`config.mk`:
```
export PLATFORM = sky130hd
export DESIGN_NAME = iatm_top
export DESIGN_NICKNAME = d
export VERILOG_FILES = /design/src/rtl/iatm_pkg.sv /design/src/rtl/iatm_top.sv
export SDC_FILE = /design/constraint.sdc
export NUM_CORES = 1
export LEC_CHECK = 0
export BUFFER_PORTS_ARGS = -buffer_cell sky130_fd_sc_hd__buf_2
export CORE_ASPECT_RATIO = 1.5
export CORE_MARGIN = 3
export CORE_UTILIZATION = 48
export DETAILED_ROUTE_END_ITERATION = 10
export GPL_TIMING_DRIVEN = 0
export PLACE_DENSITY = 0.66
export RECOVER_POWER = 25
export SLEW_MARGIN = 20
export SYNTH_ARGS = -nofsm -noshare
export SYNTH_HDL_FRONTEND = slang
export SYNTH_SLANG_ARGS = --single-unit
export TNS_END_PERCENT = 30
```
`constraint.sdc`:
```
create_clock -name pclk -period 5 [get_ports pclk]
set_input_delay 0.5 -clock pclk [delete_from_list [all_inputs] [get_ports pclk]]
set_output_delay 0.5 -clock pclk [all_outputs]
set_load 0.01 [all_outputs]
```
`src/rtl/iatm_pkg.sv`:
```
/*
  Package for the integrator and time measure block: register map,
  field positions, reset values and the packed control carriers.
  Assumes a 32-bit APB register bus with byte addresses.
*/
package iatm_pkg;

  // ****************************************************************
  // register map (byte addresses)
  // ****************************************************************
  localparam logic [7:0] CTRL_OFFSET = 8'h00;
  localparam logic [7:0] PARAM_OFFSET = 8'h04;
  localparam logic [7:0] DATA_OFFSET = 8'h08;
  localparam logic [7:0] TIME_OFFSET = 8'h0C;
  localparam logic [7:0] STATUS_OFFSET = 8'h10;

  localparam logic [31:0] CTRL_RESET = 32'h0000_0000;
  localparam logic [31:0] PARAM_RESET = 32'h0000_0001;

  // ****************************************************************
  // field layout
  // ****************************************************************
  localparam int CTRL_WIDTH = 8;
  localparam int RATIO_WIDTH = 8;
  localparam int SHIFT_WIDTH = 5;
  localparam int PARAM_WIDTH = RATIO_WIDTH + SHIFT_WIDTH;
  localparam int STATUS_WIDTH = 3;
  localparam int ST_INT_OVF = 0;
  localparam int ST_TIME_OVF = 1;
  localparam int ST_DATA_NEW = 2;

  localparam logic [RATIO_WIDTH-1:0] RATIO_MIN = 8'h01;
  localparam logic [RATIO_WIDTH-1:0] RATIO_MAX = 8'h80;
  localparam logic [SHIFT_WIDTH-1:0] SHIFT_MAX = 5'h10;

  // ****************************************************************
  // accumulator limits (33-bit signed view)
  // ****************************************************************
  localparam logic signed [32:0] ACC_MAX = 33'sh0_7FFF_FFFF;
  localparam logic signed [32:0] ACC_MIN = 33'sh1_8000_0000;
  localparam logic [15:0] TIME_MAX = 16'hFFFF;

  // ****************************************************************
  // carriers
  // ****************************************************************
  typedef struct packed {
    logic multi_filter_enable;
    logic filter_enable;
    logic demodulation_enable;
    logic data_width_select;
    logic timer_mode_select;
    logic strobe_select;
    logic integration_mode_select;
    logic integrator_enable;
  } iatm_ctrl_s;

  typedef struct packed {
    logic [SHIFT_WIDTH-1:0] shift_count;
    logic [RATIO_WIDTH-1:0] integrator_sample_count;
  } iatm_param_s;

endpackage

```
`src/rtl/iatm_top.sv`:
```
/*
  Integrator stage and time measure unit of one filter module, with an
  APB register slave. Assumes the sinc filter output arrives as a
  signed word with a one-cycle valid on pclk; strobes and the
  modulator clock are asynchronous pins.
*/
`timescale 1ns/1ps
`default_nettype none

// Behaviour
// - 32-bit signed accumulator adds each sample
// - mode bit: 1 strobe timing, 0 count
// - enable low: cleared accumulator, input passes through
// - strobe edge stores sum, clears accumulator
// - count mode sums 1 to 128 samples
// - one sample per sinc output word
// - filter enable rise starts new integration
// - multi-filter enable rise restarts accumulation together
// - count mode flags overflow at limit
// - strobe mode flags overflow past limit
// - overflow clears accumulator, integration continues
// - 16-bit mode selects slice by shift
// - shift N gives the sign bit above bits N+14 to N
// - 16-bit slice keeps true sign
// - raw bits need sinc1, ratio 1, enabled
// - demodulation after phase calibration when enabled
// - time counter on modulator or system clock
// - time counter range is 16 bits
// - mode 1 counts modulator clocks between strobes
// - strobe edge latches count, clears counter
// - mode 0 counts pclk, clears on data
// - wrap sets time overflow, read clears
module iatm_top #(
  parameter int SAMPLE_WIDTH = 26
) (
  input wire logic pclk,
  input wire logic presetn,
  input wire logic psel,
  input wire logic penable,
  input wire logic pwrite,
  input wire logic [7:0] paddr,
  input wire logic [31:0] pwdata,
  output logic [31:0] prdata,
  output logic pready,
  output logic pslverr,
  input wire logic signed [SAMPLE_WIDTH-1:0] sinc_data,
  input wire logic sinc_valid,
  input wire logic phase_cal_done,
  input wire logic demod_polarity,
  input wire logic [1:0] sample_hold_strobe,
  input wire logic modulator_clock,
  output logic filter_enable,
  output logic multi_filter_enable,
  output logic data_ready,
  output logic integrator_overflow_flag,
  output logic time_overflow_flag
);

  // ****************************************************************
  // registers
  // ****************************************************************
  iatm_pkg::iatm_ctrl_s ctrl_reg;
  iatm_pkg::iatm_param_s param_reg;
  logic [31:0] data_reg;
  logic [15:0] time_reg;
  logic [15:0] tcnt_reg;
  logic [31:0] acc_reg;
  logic [iatm_pkg::RATIO_WIDTH-1:0] cnt_reg;
  logic [iatm_pkg::STATUS_WIDTH-1:0] status_reg;
  logic [iatm_pkg::STATUS_WIDTH-1:0] rd_clear_reg;
  logic [31:0] prdata_reg;
  logic data_ready_reg;
  logic fen_q;
  logic mfe_q;

  // ****************************************************************
  // apb slave
  // ****************************************************************
  logic setup_ph;
  logic access_ph;
  logic mapped;
  logic [31:0] rd_value;

  assign setup_ph = psel && !penable;
  assign access_ph = psel && penable;
  assign mapped = (paddr == iatm_pkg::CTRL_OFFSET) || (paddr == iatm_pkg::PARAM_OFFSET) ||
                  (paddr == iatm_pkg::DATA_OFFSET) || (paddr == iatm_pkg::TIME_OFFSET) ||
                  (paddr == iatm_pkg::STATUS_OFFSET);
  assign pready = 1'b1;
  assign pslverr = access_ph && !mapped;
  assign prdata = prdata_reg;

  always_comb begin
    rd_value = 32'h0000_0000;
    unique case (paddr)
      iatm_pkg::CTRL_OFFSET: rd_value = {24'h00_0000, ctrl_reg};
      iatm_pkg::PARAM_OFFSET: rd_value = {19'h0_0000, param_reg};
      iatm_pkg::DATA_OFFSET: rd_value = data_reg;
      iatm_pkg::TIME_OFFSET: rd_value = {16'h0000, time_reg};
      iatm_pkg::STATUS_OFFSET: rd_value = {29'h0000_0000, status_reg};
      default: rd_value = 32'h0000_0000;
    endcase
  end

  // read data and status snapshot taken in the setup cycle
  always_ff @(posedge pclk or negedge presetn) begin
    if (!presetn) begin
      prdata_reg <= 32'h0000_0000;
      rd_clear_reg <= 3'h0;
    end else if (setup_ph) begin
      prdata_reg <= rd_value;
      rd_clear_reg <= (!pwrite && paddr == iatm_pkg::STATUS_OFFSET) ? status_reg : 3'h0;
    end
  end

  always_ff @(posedge pclk or negedge presetn) begin
    if (!presetn) begin
      ctrl_reg <= iatm_pkg::CTRL_RESET[iatm_pkg::CTRL_WIDTH-1:0];
      param_reg <= iatm_pkg::PARAM_RESET[iatm_pkg::PARAM_WIDTH-1:0];
    end else if (access_ph && pwrite) begin
      if (paddr == iatm_pkg::CTRL_OFFSET) begin
        ctrl_reg <= pwdata[iatm_pkg::CTRL_WIDTH-1:0];
      end
      if (paddr == iatm_pkg::PARAM_OFFSET) begin
        param_reg <= pwdata[iatm_pkg::PARAM_WIDTH-1:0];
      end
    end
  end

  assign filter_enable = ctrl_reg.filter_enable;
  assign multi_filter_enable = ctrl_reg.multi_filter_enable;

  // ****************************************************************
  // pin synchronisers and edge detect
  // ****************************************************************
  logic [2:0] pin_in;
  logic [2:0] sy1_reg;
  logic [2:0] sy2_reg;
  logic [2:0] sy3_reg;
  logic [2:0] lvl_reg;
  logic [2:0] rise;

  assign pin_in = {modulator_clock, sample_hold_strobe};

  genvar gi;
  generate
    for (gi = 0; gi < 3; gi++) begin : g_sync
      always_ff @(posedge pclk or negedge presetn) begin
        if (!presetn) begin
          sy1_reg[gi] <= 1'b0;
          sy2_reg[gi] <= 1'b0;
          sy3_reg[gi] <= 1'b0;
          lvl_reg[gi] <= 1'b0;
        end else begin
          sy1_reg[gi] <= pin_in[gi];
          sy2_reg[gi] <= sy1_reg[gi];
          sy3_reg[gi] <= sy2_reg[gi];
          if (sy2_reg[gi] == sy3_reg[gi]) begin
            lvl_reg[gi] <= sy3_reg[gi];
          end
        end
      end
      assign rise[gi] = (sy2_reg[gi] == sy3_reg[gi]) && sy3_reg[gi] && !lvl_reg[gi];
      property p_sync_edge;
        @(posedge pclk) disable iff (!presetn)
        rise[gi] |=> lvl_reg[gi];
      endproperty
      a_sync_edge: assert property (p_sync_edge) else $error("edge without settled level");
    end
  endgenerate
  logic sh_edge;
  logic mod_edge;
  assign sh_edge = ctrl_reg.strobe_select ? rise[1] : rise[0];
  assign mod_edge = rise[2];

  // ****************************************************************
  // integrator
  // ****************************************************************
  logic restart;
  logic signed [31:0] sample_ext;
  logic signed [31:0] sample_dm;
  logic signed [32:0] sum33;
  logic ovf_now;
  logic [iatm_pkg::RATIO_WIDTH-1:0] ratio;
  logic last_sample;
  logic load;
  logic [31:0] load_value;
  logic [31:0] fmt_value;
  logic [iatm_pkg::SHIFT_WIDTH-1:0] shamt;
  logic signed [31:0] shifted;

  always_ff @(posedge pclk or negedge presetn) begin
    if (!presetn) begin
      fen_q <= 1'b0;
      mfe_q <= 1'b0;
    end else begin
      fen_q <= ctrl_reg.filter_enable;
      mfe_q <= ctrl_reg.multi_filter_enable;
    end
  end

  assign restart = (ctrl_reg.filter_enable && !fen_q) || (ctrl_reg.multi_filter_enable && !mfe_q);
  assign sample_ext = 32'(sinc_data);
  assign sample_dm = (ctrl_reg.demodulation_enable && phase_cal_done && demod_polarity) ?
                     -sample_ext : sample_ext;
  assign sum33 = {acc_reg[31], acc_reg} + {sample_dm[31], sample_dm};

  always_comb begin
    if (ctrl_reg.integration_mode_select) begin
      ovf_now = (sum33 > iatm_pkg::ACC_MAX) || (sum33 < iatm_pkg::ACC_MIN);
    end else begin
      ovf_now = (sum33 >= iatm_pkg::ACC_MAX) || (sum33 <= iatm_pkg::ACC_MIN);
    end
  end

  assign ratio =
    (param_reg.integrator_sample_count < iatm_pkg::RATIO_MIN) ? iatm_pkg::RATIO_MIN :
    (param_reg.integrator_sample_count > iatm_pkg::RATIO_MAX) ? iatm_pkg::RATIO_MAX :
    param_reg.integrator_sample_count;
  assign last_sample = (cnt_reg + 8'h01) >= ratio;
  // result events: bypass, strobe dump, count dump
  always_comb begin
    load = 1'b0;
    load_value = 32'h0000_0000;
    if (!ctrl_reg.integrator_enable) begin
      load = sinc_valid;
      load_value = sample_dm;
    end else if (ctrl_reg.integration_mode_select) begin
      load = sh_edge;
      load_value = acc_reg;
    end else if (!restart) begin
      load = sinc_valid && last_sample;
      load_value = sum33[31:0];
    end
  end

  always_ff @(posedge pclk or negedge presetn) begin
    if (!presetn) begin
      acc_reg <= 32'h0000_0000;
      cnt_reg <= 8'h00;
    end else if (!ctrl_reg.integrator_enable) begin
      acc_reg <= 32'h0000_0000;
      cnt_reg <= 8'h00;
    end else if (restart) begin
      acc_reg <= 32'h0000_0000;
      cnt_reg <= 8'h00;
    end else if (ctrl_reg.integration_mode_select) begin
      cnt_reg <= 8'h00;
      if (sh_edge) begin
        acc_reg <= sinc_valid ? sample_dm : 32'h0000_0000;
      end else if (sinc_valid) begin
        acc_reg <= ovf_now ? 32'h0000_0000 : sum33[31:0];
      end
    end else if (sinc_valid) begin
      if (last_sample || ovf_now) begin
        acc_reg <= 32'h0000_0000;
      end else begin
        acc_reg <= sum33[31:0];
      end
      cnt_reg <= last_sample ? 8'h00 : cnt_reg + 8'h01;
    end
  end

  // ****************************************************************
  // 16-bit data shifting
  // ****************************************************************
  assign shamt = (param_reg.shift_count > iatm_pkg::SHIFT_MAX) ?
                 iatm_pkg::SHIFT_MAX : param_reg.shift_count;
  assign shifted = $signed(load_value) >>> shamt;

  always_comb begin
    if (ctrl_reg.data_width_select) begin
      fmt_value = load_value;
    end else begin
      fmt_value = {{17{load_value[31]}}, shifted[14:0]};
    end
  end

  always_ff @(posedge pclk or negedge presetn) begin
    if (!presetn) begin
      data_reg <= 32'h0000_0000;
      data_ready_reg <= 1'b0;
    end else begin
      data_ready_reg <= load;
      if (load) begin
        data_reg <= fmt_value;
      end
    end
  end
  assign data_ready = data_ready_reg;

  // ****************************************************************
  // time measure
  // ****************************************************************
  logic tick;
  logic tclr;
  logic twrap;
  assign tick = ctrl_reg.timer_mode_select ? mod_edge : 1'b1;
  assign tclr = !ctrl_reg.timer_mode_select && load;
  assign twrap = tick && !sh_edge && !tclr && (tcnt_reg == iatm_pkg::TIME_MAX);
  always_ff @(posedge pclk or negedge presetn) begin
    if (!presetn) begin
      tcnt_reg <= 16'h0000;
      time_reg <= 16'h0000;
    end else if (sh_edge) begin
      time_reg <= tcnt_reg;
      tcnt_reg <= 16'h0000;
    end else if (tclr) begin
      tcnt_reg <= 16'h0000;
    end else if (tick) begin
      tcnt_reg <= tcnt_reg + 16'h0001;
    end
  end

  // ****************************************************************
  // status flags, set wins over read clear
  // ****************************************************************
  logic [iatm_pkg::STATUS_WIDTH-1:0] st_set;
  logic [iatm_pkg::STATUS_WIDTH-1:0] st_clr;
  logic int_ovf_set;
  assign int_ovf_set = ctrl_reg.integrator_enable && !restart && sinc_valid && ovf_now &&
                       !(ctrl_reg.integration_mode_select && sh_edge);
  assign st_set = {load, twrap, int_ovf_set};
  assign st_clr = (access_ph && !pwrite && paddr == iatm_pkg::STATUS_OFFSET) ?
                  rd_clear_reg : 3'h0;

  always_ff @(posedge pclk or negedge presetn) begin
    if (!presetn) begin
      status_reg <= 3'h0;
    end else begin
      status_reg <= (status_reg & ~st_clr) | st_set;
    end
  end

  assign integrator_overflow_flag = status_reg[iatm_pkg::ST_INT_OVF];
  assign time_overflow_flag = status_reg[iatm_pkg::ST_TIME_OVF];

  // ****************************************************************
  // checks
  // ****************************************************************
  property p_disabled_clear;
    @(posedge pclk) disable iff (!presetn)
    !ctrl_reg.integrator_enable |=> acc_reg == 32'h0000_0000;
  endproperty
  a_disabled_clear: assert property (p_disabled_clear) else $error("acc not held clear");
  property p_bypass;
    @(posedge pclk) disable iff (!presetn)
    (!ctrl_reg.integrator_enable && sinc_valid && ctrl_reg.data_width_select)
      |=> data_ready && data_reg == $past(sample_dm);
  endproperty
  a_bypass: assert property (p_bypass) else $error("bypass value wrong");
  property p_sh_dump;
    @(posedge pclk) disable iff (!presetn)
    (ctrl_reg.integrator_enable && ctrl_reg.integration_mode_select && !restart && sh_edge &&
     ctrl_reg.data_width_select) |=> data_ready && data_reg == $past(acc_reg);
  endproperty
  a_sh_dump: assert property (p_sh_dump) else $error("strobe dump wrong");
  property p_osr_dump;
    @(posedge pclk) disable iff (!presetn)
    (ctrl_reg.integrator_enable && !ctrl_reg.integration_mode_select && !restart &&
     sinc_valid && (cnt_reg + 8'h01) >= ratio) |=> cnt_reg == 8'h00 && acc_reg == 32'h0 &&
     data_ready;
  endproperty
  a_osr_dump: assert property (p_osr_dump) else $error("count dump wrong");
  property p_restart;
    @(posedge pclk) disable iff (!presetn)
    $rose(ctrl_reg.multi_filter_enable) ##0 ctrl_reg.integrator_enable
      |=> acc_reg == 32'h0 && cnt_reg == 8'h00;
  endproperty
  a_restart: assert property (p_restart) else $error("restart missed");
  property p_ovf;
    @(posedge pclk) disable iff (!presetn)
    int_ovf_set |=> integrator_overflow_flag && acc_reg == 32'h0;
  endproperty
  a_ovf: assert property (p_ovf) else $error("overflow not handled");
  property p_sign;
    @(posedge pclk) disable iff (!presetn)
    (load && !ctrl_reg.data_width_select) |=> data_reg[15] == $past(load_value[31]);
  endproperty
  a_sign: assert property (p_sign) else $error("16-bit sign lost");
  property p_time_latch;
    @(posedge pclk) disable iff (!presetn)
    sh_edge |=> time_reg == $past(tcnt_reg) && tcnt_reg == 16'h0000;
  endproperty
  a_time_latch: assert property (p_time_latch) else $error("time latch wrong");
  property p_time_wrap;
    @(posedge pclk) disable iff (!presetn)
    twrap |=> tcnt_reg == 16'h0000 ##1 time_overflow_flag;
  endproperty
  a_time_wrap: assert property (p_time_wrap) else $error("wrap flag missing");
endmodule

`default_nettype wire

```
---- Word level (Yosys, flattened, before mapping) ----
Index checks and enable logic that the tools add are counted.
word-level totals
  input port bits ......................... 77
  register bits after elaboration ......... 178
  output and inout bits ................... 39
  logic and storage cells ................. 146
operators by class
  bitwise operators ....................... 3
  $lt $le $gt $ge ......................... 8
  reductions and logical operators ........ 53
  $add $sub $neg .......................... 4
  eq/ne operators ......................... 10
  shift operators ......................... 1
  multiplexer cells ....................... 34
operator list
  kind                     count
  $mux W32                 13
  $pmux W32 S5             1
  $mux W8                  7
  $mux W16                 3
  $add A32 B32 Y33         1
  $ge A33 B32 Y1 const B   1
  $gt A33 B32 Y1 const B   1
  $le A33 B32 Y1 const B   1
  $lt A33 B32 Y1 const B   1
  $neg A26 Y32             1
  $sshr A32 B5 Y15         1
  $mux W31                 1
  $logic_and A1 B1 Y1      27
  $add A16 B1 Y16 const B  1
  $eq A16 B16 Y1 const B   1
  $eq A8 B4 Y1 const B     2
  $logic_not A1 Y1         13
  $add A8 B1 Y8 const B    1
  $eq A8 B3 Y1 const B     1
  $eq A8 B5 Y1 const B     1
  $ge A8 B8 Y1             1
  $gt A8 B8 Y1 const B     1
  $logic_not A8 Y1         1
  $logic_or A1 B1 Y1       8
  other kinds (12)         23

---- Logic depth before layout (Yosys ltp) ----
Gate-level depths: netlist of run 1.
  depth in word-level cells ............... 13
  mapped depth ............................ 21
  gate-level depth less buffers ........... 19

---- Worst setup path after synthesis of run 1 ----
OpenSTA, ideal clock, no wires.
  path kind ............................... input to register
  start ................................... input sinc_data[13]
  end ..................................... register acc_reg[28]
  setup slack ............................. -0.189 ns
  cell stages on the path ................. 19
  required time ........................... 4.874 ns
  data arrival time ....................... 5.063 ns
  buffers on the path ..................... 1
  setup time .............................. 0.126 ns
  path through ............................ nor4_1 > nand4_1 > nor2_1 > nor2_1 > xor2_1 > ha_1 > a21oi_1 > o21ai_0 > a21oi_1 > nand3_2 > or4b_1 > a2111oi_2 > nand4_1 > nor4_1 > o22ai_1 > a21oi_2 > nor3_2 > buf_6 > a221o_1
on the way
  cells in the longest elaborated chain, start to end .. 12
  elaborated cells on any way between the ends .. 20
  those cells by class .................... add/sub (2); order compare (4); mux (11); reduce/logical (3)
RTL lines
  what                                            RTL line                          RTL
  from (decl)                                     iatm_top.sv:46                    input wire logic signed [SAMPLE_WIDTH-1:0] sinc_data,
  $neg A26 Y32                                    iatm_top.sv:205                   -sample_ext : sample_ext;
  $mux W32 *                                      iatm_top.sv:204                   assign sample_dm = (ctrl_reg.demodulation_enable && phase_cal_done && demod_polarity) ?
  $add A32 B32 Y33                                iatm_top.sv:206                   assign sum33 = {acc_reg[31], acc_reg} + {sample_dm[31], sample_dm};
  $ge A33 B32 Y1, or another cell as far along    iatm_top.sv:212                   ovf_now = (sum33 >= iatm_pkg::ACC_MAX) || (sum33 <= iatm_pkg::ACC_MIN);
  $logic_or A1 B1 Y1 (on tied branches)           iatm_top.sv:212, iatm_top.sv:210
  $mux W1                                         iatm_top.sv:209                   if (ctrl_reg.integration_mode_select) begin
  $mux W32 or $logic_or A1 B1 Y1 (tied branches)  iatm_top.sv:252, iatm_top.sv:255
  $mux W32 (on tied branches)                     iatm_top.sv:251, iatm_top.sv:255
  $mux W32 (on tied branches)                     iatm_top.sv:249, iatm_top.sv:254
  $mux W32 *                                      iatm_top.sv:247                   end else if (ctrl_reg.integration_mode_select) begin
  $mux W32 *                                      iatm_top.sv:244                   end else if (restart) begin
  $mux W32 *                                      iatm_top.sv:241                   end else if (!ctrl_reg.integrator_enable) begin
  to (signal assigned)                            iatm_top.sv:250                   acc_reg <= sinc_valid ? sample_dm : 32'h0000_0000;
  to (signal assigned)                            iatm_top.sv:252                   acc_reg <= ovf_now ? 32'h0000_0000 : sum33[31:0];
  to (signal assigned)                            iatm_top.sv:258                   acc_reg <= sum33[31:0];
  to (decl)                                       iatm_top.sv:67                    logic [31:0] acc_reg;
Every way passes the cells marked *; elsewhere a longest branch is shown, timed or not. The select of a mux whose other input is x is not followed.
A chain may end at the register's enable or synchronous reset.

---- Worst setup path in the final report of run 1 ----
  start ................................... register ctrl_reg[5] (netlist bit)
  end ..................................... register acc_reg[28]
on the way
  cells in the longest elaborated chain, start to end .. 13
  elaborated cells on any way between the ends .. 21
  those cells by class .................... add/sub (1); order compare (4); mux (11); reduce/logical (5)
RTL lines
  what                                            RTL line                          RTL
  from (decl)                                     iatm_top.sv:62                    iatm_pkg::iatm_ctrl_s ctrl_reg;
  from (signal assigned)                          iatm_top.sv:118                   ctrl_reg <= iatm_pkg::CTRL_RESET[iatm_pkg::CTRL_WIDTH-1:0];
  from (signal assigned)                          iatm_top.sv:122                   ctrl_reg <= pwdata[iatm_pkg::CTRL_WIDTH-1:0];
  $logic_and A1 B1 Y1 * (2 in a row)              iatm_top.sv:204
  $mux W32 *                                      iatm_top.sv:204
  $add A32 B32 Y33                                iatm_top.sv:206
  $ge A33 B32 Y1, or another cell as far along    iatm_top.sv:212
  $logic_or A1 B1 Y1 (on tied branches)           iatm_top.sv:212, iatm_top.sv:210
  $mux W1                                         iatm_top.sv:209
  $mux W32 or $logic_or A1 B1 Y1 (tied branches)  iatm_top.sv:252, iatm_top.sv:255
  $mux W32 (on tied branches)                     iatm_top.sv:251, iatm_top.sv:255
  $mux W32 (on tied branches)                     iatm_top.sv:249, iatm_top.sv:254
  $mux W32 *                                      iatm_top.sv:247
  $mux W32 *                                      iatm_top.sv:244
  $mux W32 *                                      iatm_top.sv:241
Marked as above.

==> run_results.csv, run 1 <==
group,metric,value,unit
run_status,status,"complete, but fails checks",
run_status,violations,"capacitance limit, slew limit, setup timing",
global_route,grt_pass1_vias,13900,
power,pwr-share-clk,39.4,%
setup_path,path_cells,"and3_4, buf_8, nand2_1, xnor2_2, ha_2, a21oi_4, o21ai_4, buf_4, a211oi_2, a311o_1, nor2_4, buf_4, nor4b_4, nand4_1, nor4_4, o22ai_4, a21oi_4, nor3_4, buf_6, a221o_1",
logic_synthesis,synth_cell_types,80,
logic_synthesis,synthFlopType,"dfrtp_1",
power,p_switching,0.00105,W
place,placed_area,14200,µm²
die,dieArea,29700,µm²
place,pre_cts_ws,-2.52,ns
die,core,26900,µm²
logic_synthesis,syn_nets,1741,
die,die_h,209,µm
detailed_routing,vias,14000,
clock_tree,root_buffer,"clkbuf_16",
global_route,grtUsageTotal,35.6,%
die,initial_core_util,49.3,%
layout,diodes,0,
place,dp_hpwl,41.5,mm
layout,final_cell_mix,"242 x nand2_1, 176 x dfrtp_1, 130 x nor2_1",
layout,mostFrequentLayoutCell,"nand2_1",
timing,fin_skew,0.0118,ns
place,gp_congestion,1.05,
setup_path,cp.required,5.34,ns
detailed_routing,wire_per_inst,25.0,µm
min_path,hold_class,"input port to flip-flop",
logic_synthesis,synth_edf_count,0,
timing,min_period_over_period,104,%
die,core.rowCount,73,
setup_path,slowest_delay,0.52,ns
logic_synthesis,yosysWarningCount,0,
clock_tree,clkSinkCount,178,
logic_synthesis,syn_avg_cell_area,8.20,µm²
detailed_routing,drcViolationCount,0,
setup_path,cp_num_buf_inv,4,
detailed_routing,ant_nets,0,
logic_synthesis,syn-cell-area,13300,µm²
place,portBuffers,94,
global_route,grt_max_degree,76,
timing,tightest_slew,2.05,ns
global_route,grt_overflow,0,
timing,hold_viol_final,0,
clock_tree,worstSkewPairLatency,0.46,ns
logic_synthesis,ys_seq_area_share,33.6,%
die,die_w,142,µm
logic_synthesis,async_reset_ff_share,100,%
timing,rsz0062_at_grt,"true",
logic_synthesis,netlist_instances,1616,
power,pwr-share-seq,43.2,%
power,p_sw_share,30.1,%
detailed_routing,drtIter0Drc,1120,
clock_tree,cts_tree,"yes",
setup_path,worstSetupPathType,"flip-flop to flip-flop",
detailed_routing,wirelength,53.6,mm
layout,syn_to_final_growth,24.0,%
timing,slew-limit-headroom,-36.9,%
layout,drive_gt1_share,22.8,%
power,vdd_drop_max,285,µV
setup_path,crit_path_max_fanout,10,
global_route,grt_pass1_wl,81.5,mm
logic_synthesis,ys_seq_elements,178,
timing,timing.final.max_slew_violations,183,
setup_path,cp_top_family,"compound AO/OA/AOI/OAI gates",
timing,fmax,192,MHz
job,cap_violations,3,
detailed_routing,viasPerCell,6.52,
setup_path,arrival,5.55,ns
clock_tree,cts_made_buffers,17,
setup_path,end_kind,"flip-flop",
global_route,antenna_found_initial,0,
setup_path,cpMaxStageDelayCell,"a211oi_2",
power,p_per_area,213,nW/µm²
timing,final.min_clock_period,5.21,ns
clock_tree,htreeDepth,4,
die,ios,116,
clock_tree,clk_pin_slew,0.07,ns
power,power_frac_comb,17.4,%
layout,finalInstanceArea,16400,µm²
timing,worst_slack,-0.209,ns
clock_tree,ctsLongestPathBuffers,2,
power,internal-power,0.00245,W
timing,setup_viol,25,
layout,fin_nets,1923,
power,power.leakage,7.32,nW
detailed_routing,drt-pass1-iter-count,8,
layout,utilization,61.2,%
setup_path,crit_path_start_kind,"flip-flop",
==> routing by layer <==
metal,wire length [µm],track usage [%]
met4,5030,27.3
met2,26500,61.8
met5,0,0
met1,19300,38.7
met3,2790,4.88
==> power by group through the flow <==
stage	clock [W]	sequential, W	combinational [W]
floorplan	0	0.00153	0.000313
global placement	0	0.00154	0.000509
detailed placement	0	0.00154	0.000521
CTS	0.00139	0.00151	0.000573
global route	0.00144	0.00152	0.000656
finish	0.00138	0.00151	0.000609
==> Yosys cell counts (22+ instances only) <==
cell / number / area, µm²
nand2_1: 250 / 938
nor3_1: 31 / 155
ha_1: 47 / 588
inv_1: 30 / 113
clkbuf_1: 75 / 282
a22o_1: 34 / 298
a21oi_1: 117 / 586
mux2_2: 34 / 383
xnor2_1: 22 / 193
nor2_1: 136 / 510
dfrtp_1: 177 / 4430
a21o_1: 32 / 240
mux2i_1: 28 / 280
nand4_1: 31 / 194
o21ai_0: 129 / 646
xor2_1: 30 / 263
nand3_1: 34 / 170
a31oi_1: 22 / 138
==> cells by family after synthesis <==
group                      count (synthesis)  synth area share [%]
AOI/OAI and AO/OA                        539                  27.4
xor gates and xnor gates                  52                  3.44
adders and majority gates                 48                  4.59
buffers and inverters                    133                  4.11
DFF                                      178                  33.6
muxes                                     68                  6.02
other                                      1                0.0283
and+or+nand+nor                          597                  20.8
==> worst reg2reg max path: cells and delay by family, from the launching register on <==
| family | cells | cell delay, ns |
|---|---|---|
| buffers and inverters | 4 | 0.66 |
| adders and majority gates | 1 | 0.38 |
| DFF | 1 | 0.45 |
| AOI/OAI and AO/OA | 7 | 2.09 |
| xor gates and xnor gates | 1 | 0.21 |
| and+or+nand+nor | 7 | 1.30 |
==> per-stage QoR <==
stage	total power [W]	TNS (ns)	hold WS, ns	std cells
after floorplan	0.00184	0	0.204	1616
after global placement	0.00205	-102.48	0.332	2047
after detailed placement	0.00206	-106.07	0.341	2049
after CTS	0.00348	0	0.129	2128
after global routing	0.00361	-9.28	0.133	2147
final	0.00350	-3.53	0.142	2147
==> final cells by class <==
class	instances	area (µm²)
multi-input cells	1306	9280
inverters	33	124
flip-flops and latches	178	4460
well taps	337	422
clock inverters	13	154
repair buffers	166	1090
clock buffers	18	439
fillers	2449	10400
plain buffers	96	458
==> what timing repair did <==
action                                 in CTS  in global routing
pin swaps                                  52                 28
setup endpoints to repair                  64                 56
buffers inserted                           47                 22
gates cloned                                2                  0
hold buffers                                1                  0
endpoints found under the hold margin      34                  0
gates resized for setup                   145                 97
==> final timing paths <==
kind                                               from                  endpoint  slack, ns  depth (start not counted)
worst min register to register     sy1_reg[1]$_DFF_PN0_      sy2_reg[1]$_DFF_PN0_       0.36                          0
worst min-delay path              sample_hold_strobe[1]      sy1_reg[1]$_DFF_PN0_       0.14                          1
worst max-delay path            ctrl_reg[5]$_DFFE_PN0P_   acc_reg[28]$_DFFE_PN0P_      -0.21                         20
min in group asynchronous                       presetn  data_reg[30]$_DFFE_PN0P_       1.17                          2
worst max register to register  ctrl_reg[5]$_DFFE_PN0P_   acc_reg[28]$_DFFE_PN0P_      -0.21                         20
max in group asynchronous                       presetn   ctrl_reg[5]$_DFFE_PN0P_       0.90                          3
(Power assumes the default switching activity.)
==> inputs of run 2 (changes only) <==
--- a/config.mk
+++ b/config.mk
@@ -7,7 +7,7 @@
 export LEC_CHECK = 0
 export BUFFER_PORTS_ARGS = -buffer_cell sky130_fd_sc_hd__buf_2
 export CORE_ASPECT_RATIO = 1.5
-export CORE_MARGIN = 3
+export CORE_MARGIN = 1.5
 export CORE_UTILIZATION = 48
 export DETAILED_ROUTE_END_ITERATION = 10
 export GPL_TIMING_DRIVEN = 0
==> run 2 against run 1 <==
Compared with the run above:
- the run still ends with capacitance limit, slew limit, setup timing left
- sequential cell count is the same
- fmax grew 0.11%
- utilization shrank 0.096 points
- setup slack gained 0.0056 ns
- global-route usage grew 1.8 points
- non-clock buffer count grew 11
- combinational power grew 3%
- sequential share of layout area shrank 0.32 points
- critical path type unchanged
- largest cell class unchanged
==> run_results.csv, run 2 (synthesis results as in run 1) <==
group,metric,value,unit
run_status,status,"complete, but fails checks",
run_status,violations,"capacitance limit, slew limit, setup timing",
die,ios,116,
layout,mostFrequentLayoutCell,"nand2_1",
timing,setup_viol,30,
clock_tree,htreeDepth,4,
timing,final.min_clock_period,5.20,ns
layout,syn_to_final_growth,25.5,%
setup_path,crit_path_max_fanout,8,
layout,final_cell_count_no_fill,2164,
global_route,grt_max_degree,101,
clock_tree,clkSinkCount,178,
die,initial_core_util,48.7,%
timing,hold_viol_final,0,
detailed_routing,drcViolationCount,0,
global_route,grtUsageTotal,37.4,%
layout,multi_input_area,9300,µm²
die,core,27200,µm²
timing,slew-limit-headroom,-204,%
power,power.leakage,7.36,nW
layout,final_cell_mix,"243 x nand2_1, 176 x dfrtp_1, 129 x nor2_1",
timing,rsz0062_at_grt,"true",
timing,fin_skew,0.0113,ns
setup_path,worstSetupPathType,"flip-flop to flip-flop",
power,p_per_area,212,nW/µm²
detailed_routing,drt-pass1-iter-count,6,
timing,worst_hold_slack,0.145,ns
global_route,antenna_found_initial,0,
setup_path,arrival,5.55,ns
job,cap_violations,1,
detailed_routing,wirelength,54.4,mm
clock_tree,cts_made_buffers,17,
clock_tree,ctsLongestPathBuffers,2,
clock_tree,ctsHoldBuffers,0,
timing,min_period_over_period,104,%
die,dieArea,28600,µm²
timing,timing.final.max_slew_violations,79,
clock_tree,clk_pin_slew,0.08,ns
setup_path,cp.required,5.34,ns
timing,fmax,192,MHz
place,placed_cells,2053,
clock_tree,worstSkewPairLatency,0.46,ns
global_route,grt_pass1_wl,80.9,mm
place,portBuffers,94,
global_route,grt_overflow,0,
setup_path,crit_path_start_kind,"flip-flop",
power,p_total,0.00352,W
die,die_w,139,µm
detailed_routing,ant_nets,0,
layout,fin_nets,1934,
place,placed_area,14200,µm²
timing,finalSetupTns,-3.46,ns
layout,finalInstanceArea,16600,µm²
place,gp_congestion,0.962,
clock_tree,cts_tree,"yes",
die,die_h,206,µm
layout,regArea,4460,µm²
detailed_routing,viasPerCell,6.47,
layout,diodes,0,
setup_path,end_kind,"flip-flop",
layout,drive_gt1_share,22.6,%
timing,worst_slack,-0.203,ns
timing,tightest_slew,4.56,ns
global_route,grt_pass1_vias,13600,
place,dp_hpwl,42.0,mm
detailed_routing,drtIter0Drc,1181,
detailed_routing,vias,14000,
die,core.rowCount,74,
min_path,hold_class,"input port to flip-flop",
layout,nFillCells,2444,
power,vdd_drop_max,322,µV
detailed_routing,wire_per_inst,25.1,µm
clock_tree,root_buffer,"clkbuf_16",
## run 2: cell types whose count changed in the layout (fill, tap and decap cells not counted), sizes merged
cell         delta
clkbuf          -1
clkinv          +3
dlygate4sd3     -1
buf            +14
clkinvlp        -3
## run 2: metrics by stage
| step | utilization, % | setup slack, ns |
|---|---|---|
| after floorplan | - | 0.00332 |
| after global placement | 52.1 | -2.44 |
| after detailed placement | 52.2 | -2.49 |
| after CTS | 59.4 | -0.0300 |
| after global routing | 61.1 | -0.308 |
| final | 61.1 | -0.203 |
## run 2: metal layers
| metal | vias up | wire (µm) | global-route usage, % | part of all wire [%] |
|---|---|---|---|---|
| li1 | 6399 | - | - | - |
| met1 | 6720 | 19000 | 39.0 | 35 |
| met2 | 662 | 27900 | 68.4 | 51 |
| met3 | 230 | 2900 | 5.07 | 5.3 |
| met4 | 0 | 4550 | 28.3 | 8.4 |
| met5 | - | 0 | 0 | 0 |
## run 2: cell type report
cell class	instances	share of cell area, %
multi-input combinational	1306	55.9
sequential	178	26.8
timing repair buffer	177	7.51
buffer	96	2.90
clock buffer	19	2.60
tap	342	2.57
clock inverter	13	0.941
inverter	33	0.745
## run 2: path summary, 6_finish.rpt
path / startpoint / end / slack (ns) / depth (start not counted)
setup / recovery: ctrl_reg[5]$_DFFE_PN0P_ / acc_reg[28]$_DFFE_PN0P_ / -0.20 / 18
hold / removal: sample_hold_strobe[1] / sy1_reg[1]$_DFF_PN0_ / 0.15 / 1
setup reg to reg: ctrl_reg[5]$_DFFE_PN0P_ / acc_reg[28]$_DFFE_PN0P_ / -0.20 / 18
hold reg to reg: sy1_reg[1]$_DFF_PN0_ / sy2_reg[1]$_DFF_PN0_ / 0.36 / 0
max in group asynchronous: presetn / acc_reg[17]$_DFFE_PN0P_ / 0.80 / 1
min in group asynchronous: presetn / prdata[17]$_DFFE_PN0P_ / 1.68 / 1
## run 2: power by group
part | internal, W | total [W] | switching [W]
registers | 0.00148 | 0.00152 | 0.0000335
logic | 0.000220 | 0.000625 | 0.000404
clock network | 0.000747 | 0.00138 | 0.000634
## run 2: timing repair
action | CTS | global route
pin swaps | 61 | 57
gates resized for setup | 169 | 74
endpoints found under the setup margin | 65 | 56
gates cloned | 1 | 0
setup buffers | 62 | 20
## run 2: worst max-delay path: stages, from the launching register on
cell and delay (ns):
dfrtp_2 0.45, and3_4 0.24, buf_12 0.14, buf_6 0.10
nand2_1 0.07, xnor2_2 0.32, ha_4 0.30, a21o_1 0.25
o311ai_4 0.52, nand3_2 0.17, or4b_4 0.59, a2111oi_4 0.30
nand4_1 0.22, nor4_4 0.35, o22ai_4 0.18, a21oi_4 0.29
nor3_4 0.08, buf_6 0.17, a221o_1 0.33
